==> config.mk <==
export PLATFORM = sky130hd
export DESIGN_NAME = tcsr_top
export DESIGN_NICKNAME = d
export VERILOG_FILES = /design/src/hw/tcsr_pkg.sv /design/src/hw/tcsr_sync.sv /design/src/hw/tcsr_top.sv
export SDC_FILE = /design/constraint.sdc
export NUM_CORES = 1
export LEC_CHECK = 0
export BUFFER_PORTS_ARGS = -buffer_cell sky130_fd_sc_hd__buf_2
export CAP_MARGIN = 5
export CORE_MARGIN = 2
export CORE_UTILIZATION = 35
export DETAILED_ROUTE_END_ITERATION = 8
export PLACE_DENSITY_LB_ADDON = 0.12
export SYNTH_ARGS = -nofsm -noshare
export SYNTH_HDL_FRONTEND = slang
export SYNTH_SLANG_ARGS = --single-unit
==> constraint.sdc <==
create_clock -name mclk_i -period 5.1 [get_ports mclk_i]
set_clock_uncertainty 0.2 [all_clocks]
set_input_delay 0.255 -clock mclk_i [delete_from_list [all_inputs] [get_ports mclk_i]]
set_output_delay 0.255 -clock mclk_i [all_outputs]
set_load 0.01 [all_outputs]
==> src/hw/tcsr_pkg.sv <==
// Behaviour
// [RULE_01] one mask enable bit per channel
// [RULE_02] sequence converts X, Y, Z1, Z2, AUX
// [RULE_03] single conversion channel from command field
// [RULE_04] sequence code converts every enabled channel
// [RULE_05] done flag set at end, cleared by data read; the code does not set it at the end in pen detect mode
// [RULE_06] pen flag cleared by status read
// [RULE_07] pen flag set only in pen detect mode
// [RULE_08] reset flag reads one after reset
// [RULE_09] key 0xde resets the whole device
// [RULE_10] any other key value does nothing
// [RULE_11] host writes and reads control registers
// [RULE_12] empty buffer or no pen returns 0xffff
// [RULE_13] completion drives interrupt low with done flag; the code does not drive it low at the end in pen detect mode
// [RULE_14] reserved mask bits ignore writes, read zero
package tcsr_pkg;

    // ****************************************
    // register addresses and fields
    // ****************************************
    localparam logic [4:0] ADDR_CHAN_MASK  = 5'h04;
    localparam logic [4:0] ADDR_STATUS     = 5'h05;
    localparam logic [4:0] ADDR_SOFT_RESET = 5'h1f;

    localparam int BIT_X_EN    = 7;
    localparam int BIT_Y_EN    = 6;
    localparam int BIT_P1_EN   = 5;
    localparam int BIT_P2_EN   = 4;
    localparam int BIT_AUX_EN  = 3;
    localparam logic [7:0] CHAN_MASK_WMASK = 8'hf8;
    localparam logic [7:0] CHAN_MASK_RESET = 8'hc0;
    localparam logic [7:0] SOFT_KEY_RESET  = 8'h00;
    localparam logic [7:0] SOFT_RESET_KEY  = 8'hde;

    localparam int BIT_CONV_DONE = 7;
    localparam int BIT_PEN_DET   = 6;
    localparam int BIT_RST_EVT   = 5;

    // ****************************************
    // command byte: opcode [7:5], field [4:0]
    // ****************************************
    localparam logic [2:0] OP_WRITE_REG = 3'h0;
    localparam logic [2:0] OP_READ_REG  = 3'h2;
    localparam logic [2:0] OP_READ_DATA = 3'h1;
    localparam logic [2:0] OP_CONVERT   = 3'h4;

    // channel codes, also sequencing index
    localparam logic [2:0] CHAN_X   = 3'h0;
    localparam logic [2:0] CHAN_Y   = 3'h1;
    localparam logic [2:0] CHAN_P1  = 3'h2;
    localparam logic [2:0] CHAN_P2  = 3'h3;
    localparam logic [2:0] CHAN_AUX = 3'h4;
    localparam logic [2:0] SEQUENCE_CODE = 3'h7;
    localparam int NUM_CHAN = 5;

    localparam logic [15:0] INVALID_DATA = 16'hffff;

    // operating modes
    localparam logic [1:0] MODE_MANUAL  = 2'h0;
    localparam logic [1:0] MODE_AUTO    = 2'h1;
    localparam logic [1:0] MODE_PENDET  = 2'h2;
    localparam logic [1:0] MODE_PENTRIG = 2'h3;

    // counts of serial clock edges
    localparam logic [3:0] BYTE_LAST = 4'h7;
    localparam logic [3:0] WORD_LAST = 4'hf;

    typedef enum logic [1:0] {
        TCSR_IDLE = 2'b00,
        TCSR_REQ  = 2'b01,
        TCSR_WAIT = 2'b11,
        TCSR_NEXT = 2'b10
    } tcsr_state_t;

    typedef struct packed {
        logic       start;
        logic [2:0] chan;
    } tcsr_adc_req_t;

    typedef struct packed {
        logic        done;
        logic [11:0] data;
    } tcsr_adc_rsp_t;

endpackage

==> src/hw/tcsr_sync.sv <==
`timescale 1ns/100ps
`default_nettype none
module tcsr_sync #(
    parameter int WIDTH = 1
) (
    // clock and reset
    input  wire logic             mclk_i,
    input  wire logic             rst_n_i,
    // levels
    input  wire logic [WIDTH-1:0] async_i,
    output logic      [WIDTH-1:0] sync_o
);

    logic [WIDTH-1:0] stage1_reg;
    logic [WIDTH-1:0] stage2_reg;

    genvar g;
    generate
        for (g = 0; g < WIDTH; g = g + 1) begin : g_bit
            always_ff @(posedge mclk_i) begin
                if (!rst_n_i) begin
                    stage1_reg[g] <= 1'b0;
                    stage2_reg[g] <= 1'b0;
                end else begin
                    stage1_reg[g] <= async_i[g];
                    stage2_reg[g] <= stage1_reg[g];
                end
            end
        end
    endgenerate

    assign sync_o = stage2_reg;

endmodule
`default_nettype wire

==> src/hw/tcsr_top.sv <==
`timescale 1ns/100ps
`default_nettype none
module tcsr_top (
    // clock and reset
    input  wire logic                    mclk_i,
    input  wire logic                    rst_n_i,
    // serial host link
    input  wire logic                    spi_cs_n_i,
    input  wire logic                    spi_sclk_i,
    input  wire logic                    spi_mosi_i,
    output logic                         spi_miso_o,
    output logic                         spi_miso_oe_o,
    // converter side
    output tcsr_pkg::tcsr_adc_req_t      adc_req_o,
    input  wire tcsr_pkg::tcsr_adc_rsp_t adc_rsp_i,
    // analog status and mode
    input  wire logic                    pen_present_i,
    input  wire logic                    pen_touch_i,
    input  wire logic [1:0]              mode_i,
    input  wire logic                    seq_trigger_i,
    // interrupt
    output logic                         interrupt_out_n_o
);

    // ****************************************
    // synchronisers and soft reset
    // ****************************************
    logic [4:0] pins_s;
    logic       soft_pulse_reg;
    logic       srst_n;

    tcsr_sync #(.WIDTH(5)) u_sync (
        .mclk_i  (mclk_i),
        .rst_n_i (rst_n_i),
        .async_i ({~spi_cs_n_i, spi_sclk_i, spi_mosi_i,
                   pen_present_i, pen_touch_i}),
        .sync_o  (pins_s)
    );

    // select synced inverted so reset reads as idle, not a frame
    wire cs_n_s  = ~pins_s[4];
    wire sclk_s  = pins_s[3];
    wire mosi_s  = pins_s[2];
    wire pen_s   = pins_s[1];
    wire touch_s = pins_s[0];

    // pulse lasts one cycle, then clears itself
    assign srst_n = rst_n_i & ~soft_pulse_reg; // RULE_09

    // ****************************************
    // serial framing
    // ****************************************
    logic        sclk_d_reg;
    logic        touch_d_reg;
    logic [3:0]  bit_cnt_reg;
    logic        cmd_phase_reg;
    logic [7:0]  rx_sr_reg;
    logic [7:0]  cmd_reg;
    logic [15:0] tx_sr_reg;
    logic        miso_reg;

    wire sclk_rise = sclk_s & ~sclk_d_reg & ~cs_n_s;
    wire sclk_fall = ~sclk_s & sclk_d_reg & ~cs_n_s;
    wire [7:0] rx_byte  = {rx_sr_reg[6:0], mosi_s};
    wire byte_end = sclk_rise & (bit_cnt_reg == tcsr_pkg::BYTE_LAST);
    wire word_end = sclk_rise & (bit_cnt_reg == tcsr_pkg::WORD_LAST);
    wire cmd_end  = byte_end & cmd_phase_reg;

    wire [2:0] op_new  = rx_byte[7:5];
    wire [2:0] op_held = cmd_reg[7:5];
    wire [4:0] addr    = cmd_reg[4:0];

    wire rd_reg_cmd  = cmd_end & (op_new == tcsr_pkg::OP_READ_REG);
    wire rd_data_cmd = cmd_end & (op_new == tcsr_pkg::OP_READ_DATA);
    wire conv_cmd    = cmd_end & (op_new == tcsr_pkg::OP_CONVERT);
    wire data_word   = ~cmd_phase_reg & word_end &
                       (op_held == tcsr_pkg::OP_READ_DATA);
    wire wr_data     = ~cmd_phase_reg & byte_end &
                       (op_held == tcsr_pkg::OP_WRITE_REG); // RULE_11
    wire wr_mask  = wr_data & (addr == tcsr_pkg::ADDR_CHAN_MASK);
    wire wr_soft  = wr_data & (addr == tcsr_pkg::ADDR_SOFT_RESET);
    // other key values fall through untouched
    wire soft_hit = wr_soft & (rx_byte == tcsr_pkg::SOFT_RESET_KEY); // RULE_10

    wire [4:0] rd_addr_new = rx_byte[4:0];
    wire rd_status = rd_reg_cmd & (rd_addr_new == tcsr_pkg::ADDR_STATUS);

    // counters keep running on to the next byte or word
    wire [3:0] bit_cnt_next = byte_end & cmd_phase_reg ? 4'h0 :
                              word_end ? 4'h0 :
                              sclk_rise ? bit_cnt_reg + 4'h1 : bit_cnt_reg;

    always_ff @(posedge mclk_i) begin
        if (!rst_n_i) begin
            soft_pulse_reg <= 1'b0;
        end else begin
            soft_pulse_reg <= soft_hit; // RULE_09
        end
    end

    always_ff @(posedge mclk_i) begin
        if (!srst_n || cs_n_s) begin
            bit_cnt_reg   <= 4'h0;
            cmd_phase_reg <= 1'b1;
            rx_sr_reg     <= 8'h00;
            cmd_reg       <= 8'h00;
        end else begin
            bit_cnt_reg <= bit_cnt_next;
            if (sclk_rise) begin
                rx_sr_reg <= rx_byte;
            end
            if (cmd_end) begin
                cmd_reg       <= rx_byte;
                cmd_phase_reg <= 1'b0;
            end
        end
    end

    always_ff @(posedge mclk_i) begin
        if (!rst_n_i) begin
            sclk_d_reg  <= 1'b0;
            touch_d_reg <= 1'b0;
        end else begin
            sclk_d_reg  <= sclk_s;
            touch_d_reg <= touch_s;
        end
    end

    // ****************************************
    // registers
    // ****************************************
    logic [7:0] mask_reg;
    logic       conv_done_flag_reg;
    logic       pen_flag_reg;
    logic       rst_flag_reg;
    logic       seq_end;

    wire [7:0] status_rd = {conv_done_flag_reg, pen_flag_reg,
                            rst_flag_reg, 5'h00}; // RULE_08
    wire [7:0] reg_rd = (rd_addr_new == tcsr_pkg::ADDR_CHAN_MASK) ?
                        mask_reg :
                        (rd_addr_new == tcsr_pkg::ADDR_STATUS) ?
                        status_rd : 8'h00;

    wire pen_evt = touch_s & ~touch_d_reg &
                   (mode_i == tcsr_pkg::MODE_PENDET); // RULE_07
    wire conv_set = seq_end & (mode_i != tcsr_pkg::MODE_PENDET); // RULE_13

    always_ff @(posedge mclk_i) begin
        if (!srst_n) begin
            mask_reg           <= tcsr_pkg::CHAN_MASK_RESET;
            conv_done_flag_reg <= 1'b0;
            pen_flag_reg       <= 1'b0;
            rst_flag_reg       <= 1'b1; // RULE_08
        end else begin
            if (wr_mask) begin
                mask_reg <= rx_byte & tcsr_pkg::CHAN_MASK_WMASK; // RULE_14
            end
            // set wins over clear on every flag
            if (conv_set) begin
                conv_done_flag_reg <= 1'b1; // RULE_05
            end else if (rd_data_cmd) begin
                conv_done_flag_reg <= 1'b0; // RULE_05
            end
            if (pen_evt) begin
                pen_flag_reg <= 1'b1; // RULE_06
            end else if (rd_status) begin
                pen_flag_reg <= 1'b0; // RULE_06
            end
            if (rd_status) begin
                rst_flag_reg <= 1'b0;
            end
        end
    end

    assign interrupt_out_n_o = ~(conv_done_flag_reg | pen_flag_reg); // RULE_13

    // ****************************************
    // sequencer
    // ****************************************
    function automatic logic [4:0] code_to_set(input logic [2:0] code);
        logic [4:0] s;
        s = 5'h00;
        if (code < 3'(tcsr_pkg::NUM_CHAN)) begin
            s[code] = 1'b1;
        end
        return s;
    endfunction

    function automatic logic [2:0] first_pending(input logic [4:0] p);
        logic [2:0] idx;
        idx = 3'h0;
        for (int i = tcsr_pkg::NUM_CHAN - 1; i >= 0; i--) begin
            if (p[i]) begin
                idx = 3'(i);
            end
        end
        return idx;
    endfunction

    tcsr_pkg::tcsr_state_t state_reg;
    tcsr_pkg::tcsr_state_t state_next;
    logic [4:0]  pending_reg;
    logic [2:0]  cur_reg;
    logic [15:0] buf_reg [tcsr_pkg::NUM_CHAN];
    logic [2:0]  wr_cnt_reg;
    logic [2:0]  rd_ptr_reg;

    wire [4:0] mask_set = {mask_reg[tcsr_pkg::BIT_AUX_EN],
                           mask_reg[tcsr_pkg::BIT_P2_EN],
                           mask_reg[tcsr_pkg::BIT_P1_EN],
                           mask_reg[tcsr_pkg::BIT_Y_EN],
                           mask_reg[tcsr_pkg::BIT_X_EN]}; // RULE_01
    wire [2:0] chan_field = rx_byte[2:0];
    wire [4:0] start_set = seq_trigger_i ? mask_set :
                           (chan_field == tcsr_pkg::SEQUENCE_CODE) ?
                           mask_set : // RULE_04
                           code_to_set(chan_field); // RULE_03
    // a pending interrupt blocks any new acquisition
    wire start_req = (conv_cmd | seq_trigger_i) & interrupt_out_n_o &
                     (state_reg == tcsr_pkg::TCSR_IDLE);
    wire [4:0] pend_left = pending_reg & ~code_to_set(cur_reg);
    wire [15:0] sample = pen_s ?
                         {1'b0, cur_reg, adc_rsp_i.data} :
                         tcsr_pkg::INVALID_DATA; // RULE_12

    always_comb begin
        state_next = state_reg;
        seq_end    = 1'b0;
        case (state_reg)
            tcsr_pkg::TCSR_IDLE: begin
                if (start_req) begin
                    state_next = tcsr_pkg::TCSR_NEXT;
                end
            end
            tcsr_pkg::TCSR_REQ: begin
                state_next = tcsr_pkg::TCSR_WAIT;
            end
            tcsr_pkg::TCSR_WAIT: begin
                if (adc_rsp_i.done) begin
                    state_next = tcsr_pkg::TCSR_NEXT;
                end
            end
            tcsr_pkg::TCSR_NEXT: begin
                if (pending_reg == 5'h00) begin
                    seq_end    = 1'b1;
                    state_next = tcsr_pkg::TCSR_IDLE;
                end else begin
                    state_next = tcsr_pkg::TCSR_REQ;
                end
            end
            default: begin
                state_next = tcsr_pkg::TCSR_IDLE;
            end
        endcase
    end

    always_ff @(posedge mclk_i) begin
        if (!srst_n) begin
            state_reg   <= tcsr_pkg::TCSR_IDLE;
            pending_reg <= 5'h00;
            cur_reg     <= tcsr_pkg::CHAN_X;
            wr_cnt_reg  <= 3'h0;
        end else begin
            state_reg <= state_next;
            if (start_req) begin
                pending_reg <= start_set;
                wr_cnt_reg  <= 3'h0;
            end
            if (state_reg == tcsr_pkg::TCSR_NEXT) begin
                cur_reg <= first_pending(pending_reg); // RULE_02
            end
            if (state_reg == tcsr_pkg::TCSR_WAIT && adc_rsp_i.done) begin
                pending_reg <= pend_left; // RULE_02
                wr_cnt_reg  <= wr_cnt_reg + 3'h1;
            end
        end
    end

    genvar g;
    generate
        for (g = 0; g < tcsr_pkg::NUM_CHAN; g = g + 1) begin : g_buf
            always_ff @(posedge mclk_i) begin
                if (!srst_n) begin
                    buf_reg[g] <= tcsr_pkg::INVALID_DATA;
                end else if (state_reg == tcsr_pkg::TCSR_WAIT &&
                             adc_rsp_i.done && wr_cnt_reg == 3'(g)) begin
                    buf_reg[g] <= sample;
                end
            end
        end
    endgenerate

    assign adc_req_o.start = (state_reg == tcsr_pkg::TCSR_REQ);
    assign adc_req_o.chan  = cur_reg;

    // ****************************************
    // serial answer path
    // ****************************************
    wire load_word = rd_data_cmd | data_word;
    wire have_word = rd_ptr_reg < wr_cnt_reg;
    wire [15:0] next_word = have_word ? buf_reg[rd_ptr_reg] :
                            tcsr_pkg::INVALID_DATA; // RULE_12

    always_ff @(posedge mclk_i) begin
        if (!srst_n) begin
            tx_sr_reg  <= 16'h0000;
            miso_reg   <= 1'b0;
            rd_ptr_reg <= 3'h0;
        end else begin
            if (start_req) begin
                rd_ptr_reg <= 3'h0;
            end else if (load_word && have_word) begin
                rd_ptr_reg <= rd_ptr_reg + 3'h1;
            end
            if (rd_reg_cmd) begin
                tx_sr_reg <= {reg_rd, 8'h00}; // RULE_11
            end else if (load_word) begin
                tx_sr_reg <= next_word;
            end else if (sclk_fall) begin
                miso_reg  <= tx_sr_reg[15];
                tx_sr_reg <= {tx_sr_reg[14:0], 1'b0};
            end
            if (cs_n_s) begin
                miso_reg <= 1'b0;
            end
        end
    end

    assign spi_miso_o    = miso_reg;
    assign spi_miso_oe_o = ~cs_n_s;

endmodule
`default_nettype wire

### After elaboration in Yosys (flattened, before gate mapping)

Memory sizes are Yosys's and may differ from the RTL's. A register that Yosys moved wholly into a read port is not among the register bits.
Cells that the tools add are included.

* bitwise logic cells: 45
* equality and inequality tests: 23
* reduce and logical (&&, ||, !) cells: 26
* multiplexer cells: 57
* magnitude comparators: 7
* add/sub/neg operators: 3

Operators with widths (count)
* $mux 16: 10
* $mux 5: 6
* $mux 3: 9
* $mux 1: 25
* $and 1x1->1: 24
* $mux 8: 2
* $eq 5x3->1 const B: 3
* $not 1->1: 11
* $eq 3x1->1 const B: 3
* $eq 3x2->1 const B: 3
* $eq 3x3->1 const B: 3
* $logic_and 1x1->1: 9
* $eq 8x8->1 const B: 1
* $lt 3x4->1 const B: 2
* $or 1x1->1: 8
* $pmux 2 s4: 1
* $reduce_bool 2->1: 4
* $add 3x1->3 const B: 2
* $demux 1 s3: 2
* $eq 2x2->1 const B: 3
* $ge 3x1->1 const B: 2
* $logic_not 3->1: 2
* $lt 3x3->1 const B: 2
* $ne 2x2->1 const B: 3
* 18 further kinds: 21

* bits in writable memories: 80
* output and inout port bits: 7
* bits in registers: 74
* logic and storage cells: 191
* memories: 1
* input bits: 23

Memory list
* buf_reg: depth 5, width 16, read ports 1, clocked after Yosys merged registers in 1, wr ports 5, line tcsr_top.sv:205 `logic [15:0] buf_reg [tcsr_pkg::NUM_CHAN];`

### Depth between registers and ports, before layout

* word-level depth: 11
* gate-level depth with buffers: 8
* mapped depth without buffers: 7

### Cells and area by module

A second synthesis with hierarchy kept.

* cells, all modules: 636
* area total of the unflattened synthesis: 7076.8 um2

Modules (own cells, without submodules)
* tcsr_top: sequential area each 3743.6 um2, cells each 616, area an instance 6814.0 um2, instances 1
* tcsr_sync: sequential area each 200.2 um2, cells each 20, area an instance 262.8 um2, instances 1

### Worst setup path before layout

No wires, ideal clock.

* path kind: register -> register
* start point: register wr_cnt_reg[2]
* end point: register tx_sr_reg[5]
* data required time: 4.774 ns
* slack: 2.961 ns
* arrival: 1.813 ns
* stages on the path, launching flop included: 9
* setup time: 0.126 ns
* clock period less this slack: 2.139 ns
* path buffers: 1
* cell sequence: dfxtp_1 inv_1 ha_1 a21o_1 a31oi_1 nand3_2 buf_4 a211oi_1 nor4_1

* word-level cells in the longest chain between the ends: 3

Ends and longest elaborated chain
* start: declaration: line tcsr_top.sv:206 `logic [2:0] wr_cnt_reg;`
* start signal: assignment: line tcsr_top.sv:275 `wr_cnt_reg <= wr_cnt_reg + 3'h1;`
* $lt 3x3->1: line tcsr_top.sv:301 `wire have_word = rd_ptr_reg < wr_cnt_reg;`
* $mux 16: line tcsr_top.sv:302 `wire [15:0] next_word = have_word ? buf_reg[rd_ptr_reg] :`
* $mux 16: line tcsr_top.sv:318 `end else if (load_word) begin`
* end signal: assignment: line tcsr_top.sv:317 `tx_sr_reg <= {reg_rd, 8'h00};`
* end signal: assignment: line tcsr_top.sv:319 `tx_sr_reg <= next_word;`
* end signal: assignment: line tcsr_top.sv:322 `tx_sr_reg <= {tx_sr_reg[14:0], 1'b0};`
* end: declaration: line tcsr_top.sv:59 `logic [15:0] tx_sr_reg;`

Every way passes these cells.
A chain may end at the register's enable or synchronous reset.

==> flow_metrics.tcl <==
set metrics [dict create \
    status "completed" \
    n_antenna_cell 0 \
    clockBufferDepth 2 \
    max-slew-margin-rel_pct 29.72 \
    use_met2_pct 27.17 \
    layout.nets 702 \
    die_y_um 146.3 \
    grtUsageMet3_pct 3.250 \
    crit-reg2reg-launch "soft_pulse_reg$_SDFF_PN0_" \
    coreArea_mm2 0.02004 \
    cts.sinks 157 \
    grt_pass1_vias 4971 \
    busiest_layer "met2" \
    overflow 0 \
    criticalPathCategory "in2reg" \
    synth_area_mm2 0.007091 \
    dp_hpwl_mm 11.44 \
    path_max_fanout 31 \
    async_reset_ff_share_pct 0 \
    postSynthCellCount 630 \
    vias 4919 \
    drt-wirelength-per-cell_um 18.37 \
    reg2reg_depth 7 \
    grt_max_degree 32 \
    rows 52 \
    path_clk_slew_ns 0.06 \
    crit_chain "dlygate4sd3_1, buf_2, and2b_1, buf_4, nand2_1, buf_4, nor3_4, nand2_1, or2_2" \
    vias_per_cell 5.183 \
    dr.pass1.iters 5 \
    setup_viol 0 \
    syn_area_per_cell_um2 11.25 \
    slowest_delay_ns 0.52 \
    route.detailed.drc 0 \
    drt_iter0_drc 303 \
    io_pins 30 \
    yosys_warnings 0 \
    synth_top_area_share_pct 33.88 \
    p_total_uw 2845 \
    postCtsHoldBufs 20 \
    ys_seq_elements 157 \
    cts_setup_buffers 0 \
    cts_root_buf "clkbuf_16" \
    synth_cell_types 70 \
    cp-endpoint "buf_reg[0][0]$_SDFFCE_PN1P_" \
    fmax_ghz 0.3328 \
    cts_buffers 17 \
    finalCriticalPeriod_ns 3.005 \
    reg2reg_to "buf_reg[0][0]$_SDFFCE_PN1P_" \
    largest_register_ffs 80 \
    drive_gt1_share_pct 17.23 \
    yosys_most_used_dff "edfxtp_1" \
    final_cell_mix "edfxtp_1 (80), dfxtp_1 (77), nand2_1 (60)" \
    grt_pass1_wl_mm 28.25 \
    grtUsageMet1_pct 23.63 \
    critPathLaunchType "input port" \
    synth_edf_count 80 \
    grtUsageTotal_pct 17.08 \
    yosysSeqAreaShare_pct 55.62 \
    critPathSlowestCell "dlygate4sd3_1" \
    cts_tree "yes" \
    worstSkewPairLatency_ns 0.42 \
    startpoint "rst_n_i" \
    io_buffers 29 \
    gp_congestion 0.7587 \
    fin_crit_sh_pct 58.92 \
    syn_to_final_growth_pct 16.64 \
    p_leak_uw 0.002406 \
    ys_top_cells_by_area "edfxtp_1 (34%), dfxtp_1 (22%), mux4_2 (4.4%)" \
    hp-class "in2reg" \
    totalNegativeSetupSlack_ns 0 \
    ant_nets 0 \
    hold_viol 0 \
    rsz0062_at_grt "no" \
    required_ns 5.07 \
    h-tree-depth 4 \
    syn-num-nets 666 \
    ff2ff_setup_slack_ns 2.36 \
    final-max-slew-violation-count 0 \
    peakVddDrop_uv 211.1 \
    die_w_um 146.3 \
    synth_area_leader_cell "edfxtp_1" \
    tightest_slew_ns 1.053 \
    power_density_mw_per_mm2 343.9 \
    arrival_ns 2.97 \
    initial_utilization_pct 35.38 \
    maxCapViolations 0 \
    dieArea_mm2 0.02141 \
    layout_commonest_cell "edfxtp_1" \
    end_kind "flip-flop" \
    wirelength_mm 17.43 \
    cts_resized 0 \
    antenna_found_initial 0 \
]
==> per-stage QoR <==
| stage | instances | setup WS, ns | util, % | hold slack (ns) | cell area, um^2 |
|---|---|---|---|---|---|
| after floorplan | 630 | 2.961 | - | 0.1266 | 7091 |
| after global placement | 897 | 2.248 | 37.08 | 0.2101 | 7430 |
| after detailed placement | 897 | 2.206 | 37.08 | 0.2133 | 7430 |
| after CTS | 949 | 2.089 | 41.27 | 0.007076 | 8270 |
| after global routing | 949 | 1.937 | 41.27 | 0.07853 | 8270 |
| final | 949 | 2.095 | 41.27 | 0.01304 | 8270 |
==> Yosys cell counts (all sizes together) (8+ instances only) <==
cell	number
edfxtp	80
dfxtp	77
nand2	60
nor2	44
or2	43
or3	31
a21oi	25
clkbuf	25
nand3	23
o21ai	17
mux2i	15
and2	14
mux4	14
ha	13
a31oi	12
mux2	12
inv	11
buf	10
nor2b	10
nor3	8
nor4	8
==> kinds of logic after synthesis <==
family	Yosys count	synth area share, %
compound gates	96	9.035
xor+xnor	4	0.4942
fa+ha+maj	13	2.294
buf+inv	46	2.929
flops	157	55.62
mux	41	8.523
simple gates	273	21.10
==> worst min path at each step <==
stage	start	to	slack, ns	cells past startpoint
final	mode_i[1]	conv_done_flag_reg$_SDFFE_PN0P_	0.01	4
after global routing	mode_i[1]	conv_done_flag_reg$_SDFFE_PN0P_	0.08	4
after CTS	mode_i[1]	conv_done_flag_reg$_SDFFE_PN0P_	0.007	4
after detailed placement	spi_cs_n_i	u_sync.stage1_reg[4]$_SDFF_PN0_	0.21	2
after global placement	spi_cs_n_i	u_sync.stage1_reg[4]$_SDFF_PN0_	0.21	2
after floorplan	spi_cs_n_i	u_sync.stage1_reg[4]$_SDFF_PN0_	0.13	1
==> routing by layer <==
layer,up-vias,part of all wire (%)
li1,2373,-
met5,-,0
met2,87,47
met4,0,1.3
met1,2441,49
met3,18,3.2
==> critical path, delay by kind of cell <==
family / cells / cell delay (ns)
simple gates: 5 / 1.44
buf+inv: 4 / 1.25
==> cell type report <==
type	count	area [um^2]
clock buffer	20	446.7
clock inverter	12	193.9
fill	1949	11770
inverter	11	41.29
multi-input combinational	427	2939
sequential	157	3944
tap	270	337.8
timing repair buffer	52	367.9
==> report_power, final <==
part	switching (uW)	internal, uW	total (uW)
Sequential	12.1	1330	1350
Combinational	76.1	45.8	122
Clock	499	878	1380
Total	587	2260	2840
No activity file was read; power rests on OpenSTA's default activity.
